<file path="src/rtl/ocwc_pkg.sv">
// constants and types for the overcurrent window control block
package ocwc_pkg;
    localparam int unsigned CHAN_COUNT      = 4;
    localparam int unsigned CLK_HZ          = 25000000;
    // window times in microseconds, as printed (typical)
    localparam int unsigned WIN1_TIME_US    = 2000;
    localparam int unsigned WIN2_TIME_US    = 8000;
    localparam int unsigned WIN3_TIME_US    = 64000;
    localparam int unsigned RESTART_TIME_US = 64000;
    // cycle counts derived from the clock rate
    localparam int unsigned WIN1_CYCLES     = WIN1_TIME_US * (CLK_HZ / 1000000);
    localparam int unsigned WIN2_CYCLES     = WIN2_TIME_US * (CLK_HZ / 1000000);
    localparam int unsigned WIN3_CYCLES     = WIN3_TIME_US * (CLK_HZ / 1000000);
    localparam int unsigned RESTART_CYCLES  = RESTART_TIME_US * (CLK_HZ / 1000000);
    localparam int unsigned CNT_W           = 32;
    localparam int unsigned BALLAST_DIV     = 8;
    localparam logic [2:0]  DIV_LAST        = 3'h7;
    localparam int unsigned SSC_TIME_US     = 50;
    localparam int unsigned SSC_CYCLES      = SSC_TIME_US * (CLK_HZ / 1000000);
    localparam logic [1:0]  PROFILE_ALL     = 2'h0;
    localparam logic [1:0]  PROFILE_CH3     = 2'h1;
    localparam logic [1:0]  PROFILE_CH34    = 2'h2;
    localparam logic [1:0]  PROFILE_NONE    = 2'h3;
    localparam logic [1:0]  PROFILE_RESET   = 2'h0;

    typedef enum logic [2:0]
    {
        OCWC_OFF     = 3'h0,
        OCWC_WIN1    = 3'h1,
        OCWC_WIN2    = 3'h2,
        OCWC_WIN3    = 3'h3,
        OCWC_LOW     = 3'h4,
        OCWC_FAULT   = 3'h5,
        OCWC_LATCHED = 3'h6
    } ocwc_state_t;
endpackage : ocwc_pkg

</file>
<file path="src/rtl/ocwc_top.sv">
// per-channel overcurrent window control for a four-channel high-side switch
`timescale 1ns/100ps
// Summary of operation
// - fault flag raised on undervoltage, any window, low, overtemp or severe short
// - turn-on is a rising on bit or input control; rewrite after fault restarts
// - fail mode restarts automatically after window two/three, low fault or undervoltage
// - fail mode latches off on overtemp, severe short or window-one fault
// - in pwm, window counters count only while channel control is on
// - window counting halts during undervoltage, charge pump failure or overtemp
// - severe short detection enabled briefly at each off-to-on transition except output turn-on by channel control in fail mode
// - normal mode toggle off then on restarts full window sequence
// - normal mode rewrite of on bit keeps window counter running
// - without input pin, on bits drive the window sequence
// - fail mode: windows follow input-pin toggles, output follows channel control
// - at full duty with ballast, window two clock divided by eight on open load
// - profile field 00 all, 01 ch3, 10 ch3 and 4, 11 none; fail forces 00
// - ballast behaviour applies only in window two, except when entered on demand
// - on-demand clear: settle low; set: low event re-enters windows two and three
// - on-demand bit cleared by overcurrent; host rewrites config then switches off
// - low-threshold select 0 high level, 1 lower level; fail forces 0
// - halved window select halves every window time; fail forces clear
// - skip window select leaves windows at once and uses low threshold
// - die temperature option reduces window one level above temperature threshold
// - turn-on option reduces window levels (not the low threshold) while output below half supply
// - faults reported to quick status and per-channel status
// - fail mode retries faulted channel after 64 ms autorestart interval
module ocwc_top
(
    input  wire logic                                clk,
    input  wire logic                                rst_n,
    input  wire logic                                fail_mode,
    input  wire logic                                mode_reset,
    input  wire logic [ocwc_pkg::CHAN_COUNT-1:0]     channel_on_bit,
    input  wire logic [ocwc_pkg::CHAN_COUNT-1:0]     on_bit_write,
    input  wire logic [ocwc_pkg::CHAN_COUNT-1:0]     internal_input_control,
    input  wire logic [ocwc_pkg::CHAN_COUNT-1:0]     input_pin_on_toggle,
    input  wire logic [ocwc_pkg::CHAN_COUNT-1:0]     channel_control_signal,
    input  wire logic [ocwc_pkg::CHAN_COUNT-1:0]     pwm_active,
    input  wire logic [ocwc_pkg::CHAN_COUNT-1:0]     full_duty,
    input  wire logic [ocwc_pkg::CHAN_COUNT-1:0]     open_load,
    input  wire logic [ocwc_pkg::CHAN_COUNT-1:0]     output_below_half,
    input  wire logic                                die_hot,
    input  wire logic                                supply_undervoltage,
    input  wire logic                                charge_pump_failure,
    input  wire logic [ocwc_pkg::CHAN_COUNT-1:0]     overtemp_shutdown,
    input  wire logic [ocwc_pkg::CHAN_COUNT-1:0]     severe_short_event,
    input  wire logic [ocwc_pkg::CHAN_COUNT-1:0]     over_level_event,
    input  wire logic [1:0]                          ballast_profile_select,
    input  wire logic [ocwc_pkg::CHAN_COUNT-1:0]     window_on_demand_set,
    input  wire logic [ocwc_pkg::CHAN_COUNT-1:0]     low_level_select,
    input  wire logic [ocwc_pkg::CHAN_COUNT-1:0]     halved_window_select,
    input  wire logic [ocwc_pkg::CHAN_COUNT-1:0]     skip_window_select,
    input  wire logic                                die_temp_level_reduce,
    input  wire logic                                turn_on_level_reduce,
    output logic      [ocwc_pkg::CHAN_COUNT-1:0]     output_enable,
    output logic      [ocwc_pkg::CHAN_COUNT-1:0]     high_current_window_one,
    output logic      [ocwc_pkg::CHAN_COUNT-1:0]     high_current_window_two,
    output logic      [ocwc_pkg::CHAN_COUNT-1:0]     high_current_window_three,
    output logic      [ocwc_pkg::CHAN_COUNT-1:0]     low_current_threshold,
    output logic      [ocwc_pkg::CHAN_COUNT-1:0]     low_threshold_lower,
    output logic      [ocwc_pkg::CHAN_COUNT-1:0]     window_one_reduced,
    output logic      [ocwc_pkg::CHAN_COUNT-1:0]     level_halved,
    output logic      [ocwc_pkg::CHAN_COUNT-1:0]     severe_short_detect,
    output logic      [ocwc_pkg::CHAN_COUNT-1:0]     window_on_demand,
    output logic      [ocwc_pkg::CHAN_COUNT-1:0]     channel_fault,
    output logic      [ocwc_pkg::CHAN_COUNT-1:0]     channel_latched,
    output logic                                     quick_fault
);

    // ---------------------------------------------------------------
    // reset release
    // ---------------------------------------------------------------
    logic sync1_reg;
    logic sync2_reg;
    logic rst_sync_n;

    always_ff @(posedge clk or negedge rst_n)
    begin
        if (!rst_n)
        begin
            sync1_reg <= 1'b0;
            sync2_reg <= 1'b0;
        end
        else
        begin
            sync1_reg <= 1'b1;
            sync2_reg <= sync1_reg;
        end
    end

    assign rst_sync_n = sync2_reg;

    // ---------------------------------------------------------------
    // fault reporting
    // ---------------------------------------------------------------
    assign quick_fault = |channel_fault;

    // ---------------------------------------------------------------
    // per channel control
    // ---------------------------------------------------------------
    genvar ch;
    generate
        for (ch = 0; ch < ocwc_pkg::CHAN_COUNT; ch++)
        begin : g_chan
            ocwc_pkg::ocwc_state_t  state_reg;
            ocwc_pkg::ocwc_state_t  state_next;
            logic [ocwc_pkg::CNT_W-1:0] cnt_reg;
            logic [ocwc_pkg::CNT_W-1:0] cnt_next;
            logic [ocwc_pkg::CNT_W-1:0] ssc_reg;
            logic [ocwc_pkg::CNT_W-1:0] ssc_next;
            logic [2:0]             div_reg;
            logic [2:0]             div_next;
            logic                   on_prev_reg;
            logic                   in_prev_reg;
            logic                   pin_prev_reg;
            logic                   ctl_prev_reg;
            logic                   od_reg;
            logic                   od_next;
            logic                   od_entry_reg;
            logic                   od_entry_next;
            logic                   fault_reg;
            logic                   fault_next;
            logic                   turn_on;
            logic                   restart;
            logic                   tick;
            logic                   ballast_ok;
            logic                   halted;
            logic [ocwc_pkg::CNT_W-1:0] limit;
            logic                   hal_eff;
            logic                   skip_eff;
            logic                   fault_now;

            always_comb
            begin
                // fail mode forces the option bits to their defaults
                hal_eff  = halved_window_select[ch] & ~fail_mode;
                skip_eff = skip_window_select[ch] & ~fail_mode;
                case (fail_mode ? ocwc_pkg::PROFILE_RESET : ballast_profile_select)
                    ocwc_pkg::PROFILE_ALL:  ballast_ok = 1'b1;
                    ocwc_pkg::PROFILE_CH3:  ballast_ok = (ch == 2);
                    ocwc_pkg::PROFILE_CH34: ballast_ok = (ch == 2) || (ch == 3);
                    ocwc_pkg::PROFILE_NONE: ballast_ok = 1'b0;
                    default:                ballast_ok = 1'b0;
                endcase
                // turn-on source per mode
                if (fail_mode)
                    turn_on = input_pin_on_toggle[ch] & ~pin_prev_reg;
                else
                    turn_on = (channel_on_bit[ch] & ~on_prev_reg)
                            | (internal_input_control[ch] & ~in_prev_reg);
                restart = ~fail_mode & on_bit_write[ch] & channel_on_bit[ch] & fault_reg;
                halted  = supply_undervoltage | charge_pump_failure | overtemp_shutdown[ch];
                tick    = ~halted & (~pwm_active[ch] | channel_control_signal[ch]);
                if (state_reg == ocwc_pkg::OCWC_WIN2 && ballast_ok && !od_entry_reg
                    && full_duty[ch] && open_load[ch])
                    tick = tick & (div_reg == ocwc_pkg::DIV_LAST);
                case (state_reg)
                    ocwc_pkg::OCWC_WIN1: limit = ocwc_pkg::CNT_W'(ocwc_pkg::WIN1_CYCLES);
                    ocwc_pkg::OCWC_WIN2: limit = ocwc_pkg::CNT_W'(ocwc_pkg::WIN2_CYCLES);
                    ocwc_pkg::OCWC_WIN3: limit = ocwc_pkg::CNT_W'(ocwc_pkg::WIN3_CYCLES);
                    default:             limit = ocwc_pkg::CNT_W'(ocwc_pkg::RESTART_CYCLES);
                endcase
                if (hal_eff && state_reg != ocwc_pkg::OCWC_FAULT)
                    limit = limit >> 1;
                fault_now = supply_undervoltage | overtemp_shutdown[ch]
                          | severe_short_event[ch] | over_level_event[ch];
                state_next    = state_reg;
                cnt_next      = cnt_reg;
                div_next      = (state_reg == ocwc_pkg::OCWC_WIN2) ? div_reg + 3'h1 : 3'h0;
                od_next       = window_on_demand_set[ch] & ~fail_mode ? 1'b1 : od_reg;
                od_entry_next = od_entry_reg;
                fault_next    = fault_reg;
                ssc_next      = (ssc_reg != '0) ? ssc_reg - 1 : ssc_reg;
                if (turn_on || restart)
                    ssc_next = ocwc_pkg::CNT_W'(ocwc_pkg::SSC_CYCLES);
                case (state_reg)
                    ocwc_pkg::OCWC_OFF:
                    begin
                        if (turn_on || restart)
                        begin
                            state_next    = skip_eff ? ocwc_pkg::OCWC_LOW : ocwc_pkg::OCWC_WIN1;
                            cnt_next      = '0;
                            od_entry_next = 1'b0;
                            fault_next    = 1'b0;
                        end
                    end
                    ocwc_pkg::OCWC_WIN1, ocwc_pkg::OCWC_WIN2, ocwc_pkg::OCWC_WIN3, ocwc_pkg::OCWC_LOW:
                    begin
                        if (fault_now)
                        begin
                            fault_next = 1'b1;
                            cnt_next   = '0;
                            od_next    = 1'b0;
                            if (state_reg == ocwc_pkg::OCWC_LOW && od_reg && over_level_event[ch]
                                && !supply_undervoltage && !overtemp_shutdown[ch] && !severe_short_event[ch])
                            begin
                                state_next    = ocwc_pkg::OCWC_WIN2;
                                od_entry_next = 1'b1;
                                fault_next    = 1'b0;
                            end
                            else if (fail_mode && (overtemp_shutdown[ch] || severe_short_event[ch]
                                     || (state_reg == ocwc_pkg::OCWC_WIN1 && !supply_undervoltage)))
                                state_next = ocwc_pkg::OCWC_LATCHED;
                            else if (fail_mode)
                                state_next = ocwc_pkg::OCWC_FAULT;
                            else
                                state_next = ocwc_pkg::OCWC_OFF;
                        end
                        else if (!fail_mode && turn_on && ctl_prev_reg == 1'b0)
                        begin
                            state_next = skip_eff ? ocwc_pkg::OCWC_LOW : ocwc_pkg::OCWC_WIN1;
                            cnt_next   = '0;
                        end
                        else if (skip_eff && state_reg != ocwc_pkg::OCWC_LOW)
                            state_next = ocwc_pkg::OCWC_LOW;
                        else if (state_reg != ocwc_pkg::OCWC_LOW && tick)
                        begin
                            // rewrite keeps counting
                            if (cnt_reg + 1 >= limit)
                            begin
                                cnt_next   = '0;
                                state_next = ocwc_pkg::ocwc_state_t'(state_reg + 3'h1);
                            end
                            else
                                cnt_next = cnt_reg + 1;
                        end
                        if (!fail_mode && !channel_on_bit[ch] && !internal_input_control[ch]
                            && !fault_now)
                            state_next = ocwc_pkg::OCWC_OFF;
                    end
                    ocwc_pkg::OCWC_FAULT:
                    begin
                        if (!fail_mode)
                            state_next = ocwc_pkg::OCWC_OFF;
                        else if (cnt_reg + 1 >= limit)
                        begin
                            state_next = ocwc_pkg::OCWC_WIN1;
                            cnt_next   = '0;
                            fault_next = 1'b0;
                            ssc_next   = ocwc_pkg::CNT_W'(ocwc_pkg::SSC_CYCLES);
                        end
                        else
                            cnt_next = cnt_reg + 1;
                    end
                    ocwc_pkg::OCWC_LATCHED:
                    begin
                        if (mode_reset)
                        begin
                            state_next = ocwc_pkg::OCWC_OFF;
                            fault_next = 1'b0;
                        end
                    end
                    default: state_next = ocwc_pkg::OCWC_OFF;
                endcase
                if (mode_reset && state_reg != ocwc_pkg::OCWC_LATCHED)
                begin
                    state_next = ocwc_pkg::OCWC_OFF;
                    cnt_next   = '0;
                end
            end

            always_ff @(posedge clk or negedge rst_sync_n)
            begin
                if (!rst_sync_n)
                begin
                    state_reg    <= ocwc_pkg::OCWC_OFF;
                    cnt_reg      <= '0;
                    ssc_reg      <= '0;
                    div_reg      <= 3'h0;
                    on_prev_reg  <= 1'b0;
                    in_prev_reg  <= 1'b0;
                    pin_prev_reg <= 1'b0;
                    ctl_prev_reg <= 1'b0;
                    od_reg       <= 1'b0;
                    od_entry_reg <= 1'b0;
                    fault_reg    <= 1'b0;
                end
                else
                begin
                    state_reg    <= state_next;
                    cnt_reg      <= cnt_next;
                    ssc_reg      <= ssc_next;
                    div_reg      <= div_next;
                    on_prev_reg  <= channel_on_bit[ch];
                    in_prev_reg  <= internal_input_control[ch];
                    pin_prev_reg <= input_pin_on_toggle[ch];
                    ctl_prev_reg <= channel_on_bit[ch] | internal_input_control[ch];
                    od_reg       <= od_next;
                    od_entry_reg <= od_entry_next;
                    fault_reg    <= fault_next;
                end
            end

            // threshold and status outputs
            always_comb
            begin
                high_current_window_one[ch]   = (state_reg == ocwc_pkg::OCWC_WIN1);
                high_current_window_two[ch]   = (state_reg == ocwc_pkg::OCWC_WIN2);
                high_current_window_three[ch] = (state_reg == ocwc_pkg::OCWC_WIN3);
                low_current_threshold[ch]     = (state_reg == ocwc_pkg::OCWC_LOW);
                low_threshold_lower[ch]       = low_level_select[ch] & ~fail_mode;
                window_one_reduced[ch]        = die_temp_level_reduce & die_hot;
                level_halved[ch]              = turn_on_level_reduce & output_below_half[ch]
                                              & (state_reg != ocwc_pkg::OCWC_LOW);
                window_on_demand[ch]          = od_reg;
                channel_fault[ch]             = fault_reg;
                channel_latched[ch]           = (state_reg == ocwc_pkg::OCWC_LATCHED);
                output_enable[ch]             = (state_reg inside {ocwc_pkg::OCWC_WIN1, ocwc_pkg::OCWC_WIN2,
                                                 ocwc_pkg::OCWC_WIN3, ocwc_pkg::OCWC_LOW})
                                              & (~fail_mode | channel_control_signal[ch]);
                severe_short_detect[ch]       = (ssc_reg != '0) & output_enable[ch];
            end
        end
    endgenerate

endmodule : ocwc_top

</file>
<file path="config.mk">
export PLATFORM = sky130hd
export DESIGN_NAME = ocwc_top
export DESIGN_NICKNAME = d
export VERILOG_FILES = /design/src/rtl/ocwc_pkg.sv /design/src/rtl/ocwc_top.sv
export SDC_FILE = /design/constraint.sdc
export NUM_CORES = 1
export LEC_CHECK = 0
export ABC_CLOCK_PERIOD_IN_PS = 8900
export BUFFER_PORTS_ARGS = -buffer_cell sky130_fd_sc_hd__buf_2
export CAP_MARGIN = 10
export CORE_ASPECT_RATIO = 1.5
export CORE_MARGIN = 10
export CORE_UTILIZATION = 56
export DETAILED_ROUTE_END_ITERATION = 10
export PLACE_DENSITY = 0.79
export SLEW_MARGIN = 20
export SYNTH_ARGS = -nofsm -noshare
export SYNTH_HDL_FRONTEND = slang
export SYNTH_SLANG_ARGS = --single-unit
</file>
<file path="constraint.sdc">
create_clock -name clk -period 8.9 [get_ports clk]
set_clock_uncertainty 0.2 [all_clocks]
set_input_delay 0.89 -clock clk [delete_from_list [all_inputs] [get_ports clk]]
set_output_delay 0.89 -clock clk [all_outputs]
set_load 0.05 [all_outputs]
</file>
* After elaboration in Yosys (flattened, before gate mapping)
Index checks and enable logic that the tools add are counted.
Widths: inputs -> output; s select.
** Cells by class
- $add $sub $neg :: 16
- Multiplexer cells :: 187
- Div/mod/pow operators :: 0
- Bitwise logic cells :: 123
- Multiply operators :: 0
- Equality and inequality tests :: 99
- Shift-type cells :: 0
- $lt $le $gt $ge :: 4
- Reductions and logical operators :: 168
** Operators with widths (number)
- $mux 32 :: 55
- $pmux 32 s3 :: 4
- $mux 3 :: 58
- $pmux 21 s2 :: 4
- $add 32x1->32 const B :: 4
- $ge 32x32->1 :: 4
- $reduce_bool 32->1 :: 4
- $sub 32x1->32 const B :: 4
- $logic_and 1x1->1 :: 80
- $and 1x1->1 :: 65
- $ne 3x3->1 const B :: 20
- $ne 7x7->1 const B :: 8
- $mux 1 :: 49
- $eq 3x3->1 const B :: 16
- $ne 2x2->1 const B :: 24
- $pmux 3 s4 :: 4
- $reduce_bool 4->1 :: 12
- $ne 5x5->1 const B :: 8
- $reduce_and 5->1 :: 8
- $or 1x1->1 :: 33
- $logic_not 1->1 :: 26
- $not 1->1 :: 25
- $add 3x1->3 const B :: 8
- $eq 3x2->1 const B :: 8
- other kinds (18) :: 66
** Word-level totals
- Memories :: 0
- Memory bits (writable) :: 0
- Latch bits :: 0
- Logic and storage cells :: 643
- Memory bits (read-only) :: 0
- Register bits after elaboration :: 310
- Input port bits :: 75
- Output and inout port bits :: 49

* Longest topological paths before layout
- Word-level depth :: 17
- Gate-level depth with buffers :: 19

* Worst setup path before layout
OpenSTA, ideal clock, no wires.
- Path kind :: input-to-reg
- From :: in fail_mode
- To :: reg g_chan[1].ssc_reg[5] (netlist bit)
- Stages on the path :: 16
- Data required time :: 8.564 ns
- Data arrival time :: 4.259 ns
- Path slack :: 4.304 ns
- Cells stage by stage :: clkbuf_1 -> buf_1 -> buf_1 -> nor2b_1 -> and2_1 -> nor3_1 -> ha_1 -> a21o_1 -> a21o_1 -> a21oi_1 -> o21ai_0 -> o211ai_1 -> nor4bb_1 -> clkbuf_1 -> o21ai_1 -> or3b_2
** Between the ends
- Cells in the longest elaborated chain, start to end :: 9
** Ends and longest elaborated chain
- start, declared :: RTL line ocwc_top.sv:31 : input wire logic fail_mode,
- parallel branches: the longest is 8 deep, another holds $ge 32x32->1
- $mux 32 * :: RTL line ocwc_top.sv:176 : case (state_reg)
- via g_chan[1].ssc_next (one bit) :: RTL line ocwc_top.sv:110 : logic [ocwc_pkg::CNT_W-1:0] ssc_next;
- end signal, assigned :: RTL line ocwc_top.sv:282 : ssc_reg <= ssc_next;
- end, declared :: RTL line ocwc_top.sv:109 : logic [ocwc_pkg::CNT_W-1:0] ssc_reg;
Mark *: on every way through the listed nets, which the timed path passes.
A chain may end at the register's enable or synchronous reset.

* Final worst setup path
- From :: reg g_chan[0].cnt_reg[5] (netlist bit)
- To :: reg g_chan[0].cnt_reg[11] (netlist bit)
** Between the ends
- Cells in the longest elaborated chain, start to end :: 9
** Ends and longest elaborated chain
- start, declared :: RTL line ocwc_top.sv:107 : logic [ocwc_pkg::CNT_W-1:0] cnt_reg;
- start signal, assigned :: RTL line ocwc_top.sv:281 : cnt_reg <= cnt_next;
- $add 32x1->32 *
- $ge 32x32->1 :: RTL line ocwc_top.sv:219, ocwc_top.sv:235
- $mux 32 * :: RTL line ocwc_top.sv:219, ocwc_top.sv:235
- $mux 32 :: RTL line ocwc_top.sv:216 : else if (state_reg != ocwc_pkg::OCWC_LOW && tick)
- $mux 32 :: RTL line ocwc_top.sv:214 : else if (skip_eff && state_reg != ocwc_pkg::OCWC_LOW)
- $mux 32 :: RTL line ocwc_top.sv:209 : else if (!fail_mode && turn_on && ctl_prev_reg == 1'b0)
- $mux 32 :: RTL line ocwc_top.sv:189 : if (fault_now)
- $pmux 32 s3 * :: RTL line ocwc_top.sv:176
- $mux 32 * :: RTL line ocwc_top.sv:255 : if (mode_reset && state_reg != ocwc_pkg::OCWC_LATCHED)
Every way passes the cells marked *; elsewhere a longest branch is shown, timed or not. The select of a mux whose other input is x is not followed.

==> impl_metrics.ini <==
[synth]
post_synthesis_compound_gate_area_fraction_pct = 14.18
combinational_family_with_the_most_area_after_synthesis = simple AND/OR/NAND/NOR gates
syn_area_per_cell_sq_um = 8.912
post_synth_instance_area_sq_um = 19910
share_of_flip_flops_with_an_asynchronous_set_or_reset_after_synthesis_pct = 100.0
synthCells = 2234
synth-seq-area-share_pct = 38.96
postSynthRegisterBits = 310
synth_enable_flop_cells = 0
synth_adder_area_share_pct = 7.039
net_count_synth = 2421
synthesis.yosys.warnings = 0
yosys-mux-area-fraction_pct = 1.313
yosysUniqueCellTypes = 76
synth_flop_cell = sky130_fd_sc_hd__dfrtp_1
yosys.area_share.xor_xnor_pct = 8.358
post_synth_and_or_nand_nor_area_fraction_pct = 26.48

[sta]
relSlewSlack_pct = 36.17
min_period_over_period_pct = 57.54
timing.final.max_slew_violations = 0
finalHoldViolCount = 0
final_min_period_ns = 5.121
worstMarginPinSlew_ns = 0.9574
finalSetupViolCount = 0
rsz_0062_raised_after_global_routing = no
final_layout_setup_total_negative_slack_ns = 0
timing.fmax_ghz = 0.1953

[worst_setup_path]
cp-end-kind = flop
reg2reg_setup_slack_ns = 3.78
worst_ep_required_time_ns = 9.15
worst-endpoint-arrival_ns = 5.37
reg2regPathDepth = 15
start_kind = flop
reg2reg_from = g_chan[0].cnt_reg[5]$_DFFE_PN0P_
timing.setup.critical_path_class = reg2reg
timing.critical_path.fanout_max = 18
worst_r2r_endpoint = g_chan[0].cnt_reg[11]$_DFFE_PN0P_

[detailed_routing]
viasPerCell = 6.135
wirelength_microns = 52180
initialDrtViolationCount = 1604
drt-wirelength-per-cell_microns = 18.54
route.detailed.drc = 0
vias = 17270
drt_pass1_iterations = 6
route.antenna.remaining_nets = 0

[clocking]
cts_sinks = 310
ctsLongestPathBuffers = 3
htreeDepth = 2
clk_slew_on_worst_s_h_paths_ns = 0.06
cts_setup_buffers = 0
cts_resized = 0
holdBufCountCts = 1
cts_root_buf = sky130_fd_sc_hd__clkbuf_16
tritoncts = done
numCtsBuffers = 34
clkLatencyLatePin_ns = 0.53

[status]
outcome = complete, no violations

[placement]
portBuffers = 123
gpl.final_weighted_congestion = 0.9407
dp_hpwl_microns = 38140

[die]
fp.dieW_microns = 174.0
design.die.area_sq_um = 43650
ios = 124
rows = 84
floorplan.die.height_microns = 250.9
floorplan.initialDensity_pct = 56.72
core_region_area_sq_um = 35100

[grt]
first_global_vias = 17170
global_route.overflow_total = 0
grt_antenna_before_repair = 4
groute.usage.overall_pct = 23.34
global_route_wire_length_before_repair_microns = 85710
grt_max_degree = 162

[pwr]
power_density_nw_per_um2 = 215.8
peakVddDrop_uv = 182.5
post-layout-total-power_mw = 4.786
power.static_leakage_nw = 10.24

[layout]
final_layout_size_suffix_gt1_share_pct = 10.21
final_cell_mix = sky130_fd_sc_hd__dfrtp_1 (309), sky130_fd_sc_hd__nor2_1 (238), sky130_fd_sc_hd__nand2_1 (186)
final_common_cell = sky130_fd_sc_hd__dfrtp_1
flow.area_growth_from_synthesis_pct = 11.39
layout.filler_cells = 2995
final_util_pct = 63.18
finish.net_count = 2502

[flow_run]
maxCapViolations = 0

[min_path]
worstHoldPathType = reg2async
-- stage by stage --
stage	worst slack [ns]	instances	hold WS [ns]	instance area, sq um
floorplan	3.627	2234	0.1311	19910
global placement	3.499	2750	0.06135	20890
detailed placement	3.342	2750	0.06150	20890
CTS	3.853	2813	0.07198	22160
global route	3.386	2814	0.09252	22180
finish	3.779	2815	0.05734	22180
-- per-layer routing --
| layer | global-route usage, % | wire (microns) | share of wire [%] | vias up |
|---|---|---|---|---|
| met4 | 10.07 | 2006 | 3.8 | 8 |
| met1 | 27.61 | 21530 | 41 | 8407 |
| li1 | - | - | - | 8209 |
| met3 | 4.756 | 3082 | 5.9 | 129 |
| met5 | 0 | 46 | 0.088 | - |
| met2 | 40.34 | 25520 | 49 | 516 |
-- Yosys cell counts (all sizes together), types with 11 or more instances --
library cell / n / area [sq um]
xor2: 58 / 508.0
ha: 112 / 1401
o21a: 11 / 82.58
or4: 26 / 195.2
nand3b: 13 / 97.59
nor4b: 11 / 96.34
inv: 81 / 304.0
and2: 64 / 400.4
and3: 64 / 400.4
nor4: 43 / 296.5
nand2: 186 / 698.2
nand2b: 33 / 206.5
mux2i: 16 / 160.2
nand4: 48 / 300.3
a21o: 24 / 180.2
xnor2: 132 / 1156
a211oi: 13 / 102.6
a31oi: 37 / 231.5
a22o: 23 / 201.4
buf: 24 / 142.6
a21boi: 13 / 97.59
a32o: 28 / 280.3
or2: 12 / 75.07
o211ai: 11 / 82.58
or3: 24 / 150.1
nand3: 101 / 505.5
nor3: 61 / 305.3
nor2: 238 / 893.4
a21oi: 89 / 445.4
clkbuf: 73 / 274.0
nor2b: 36 / 225.2
o21ai: 74 / 370.3
and4: 24 / 210.2
dfrtp: 310 / 7757
-- worst max path at each step --
stage,slack (ns),endpoint,start,cells after the start
floorplan,3.63,g_chan[0].cnt_reg[0]$_DFFE_PN0P_,rst_sync_n$_DFF_PN0_,0
global placement,3.50,g_chan[3].ssc_reg[7]$_DFF_PN0_,fail_mode,15
detailed placement,3.34,g_chan[3].ssc_reg[29]$_DFF_PN0_,fail_mode,15
CTS,3.85,g_chan[0].cnt_reg[11]$_DFFE_PN0P_,g_chan[0].cnt_reg[5]$_DFFE_PN0P_,15
global route,3.39,g_chan[0].cnt_reg[11]$_DFFE_PN0P_,g_chan[0].cnt_reg[5]$_DFFE_PN0P_,15
finish,3.78,g_chan[0].cnt_reg[11]$_DFFE_PN0P_,g_chan[0].cnt_reg[5]$_DFFE_PN0P_,15
-- report_power, final --
part / leakage (nW) / internal (mW) / switching [mW]
Sequential: 4.16 / 1.50 / 0.124
Combinational: 5.46 / 0.490 / 1.09
Clock: 0.620 / 0.983 / 0.603
Total: 10.2 / 2.97 / 1.82
-- cell families (layout without fill, tap and decap cells) --
family / after synthesis / after routing
simple gates: 1008 / 1008
other cells: 1 / 2
compound gates: 409 / 409
mux: 25 / 25
fa+ha+maj: 112 / 112
xor+xnor: 190 / 190
buf+inv: 179 / 286
flops: 310 / 310
-- worst max-delay path, cell delays in order, from the launching register on --
cell and delay, ns:
sky130_fd_sc_hd__dfrtp_1 0.48, sky130_fd_sc_hd__nand4_1 0.16, sky130_fd_sc_hd__nor3_1 0.56, sky130_fd_sc_hd__nand4_1 0.36
sky130_fd_sc_hd__inv_1 0.16, sky130_fd_sc_hd__and3_1 0.19, sky130_fd_sc_hd__xor2_1 0.28, sky130_fd_sc_hd__ha_1 0.30
sky130_fd_sc_hd__a21o_1 0.18, sky130_fd_sc_hd__a21o_1 0.17, sky130_fd_sc_hd__a21oi_1 0.14, sky130_fd_sc_hd__o221ai_1 0.14
sky130_fd_sc_hd__a211oi_1 0.36, sky130_fd_sc_hd__and2_1 0.61, sky130_fd_sc_hd__and2_1 0.54, sky130_fd_sc_hd__a22o_1 0.23
-- final cells by class --
class                   instances  area [sq um]  area share [%]
well taps                     473         591.8           2.669
flip-flops and latches        310          7761           35.00
diodes                          1         2.502         0.01128
clock buffers                  46          1020           4.598
inverters                      82         307.8           1.388
multi-input cells            1745         11470           51.72
clock inverters                16         242.7           1.095
repair buffers                142         780.7           3.520
No activity file was read; power rests on OpenSTA's default activity.
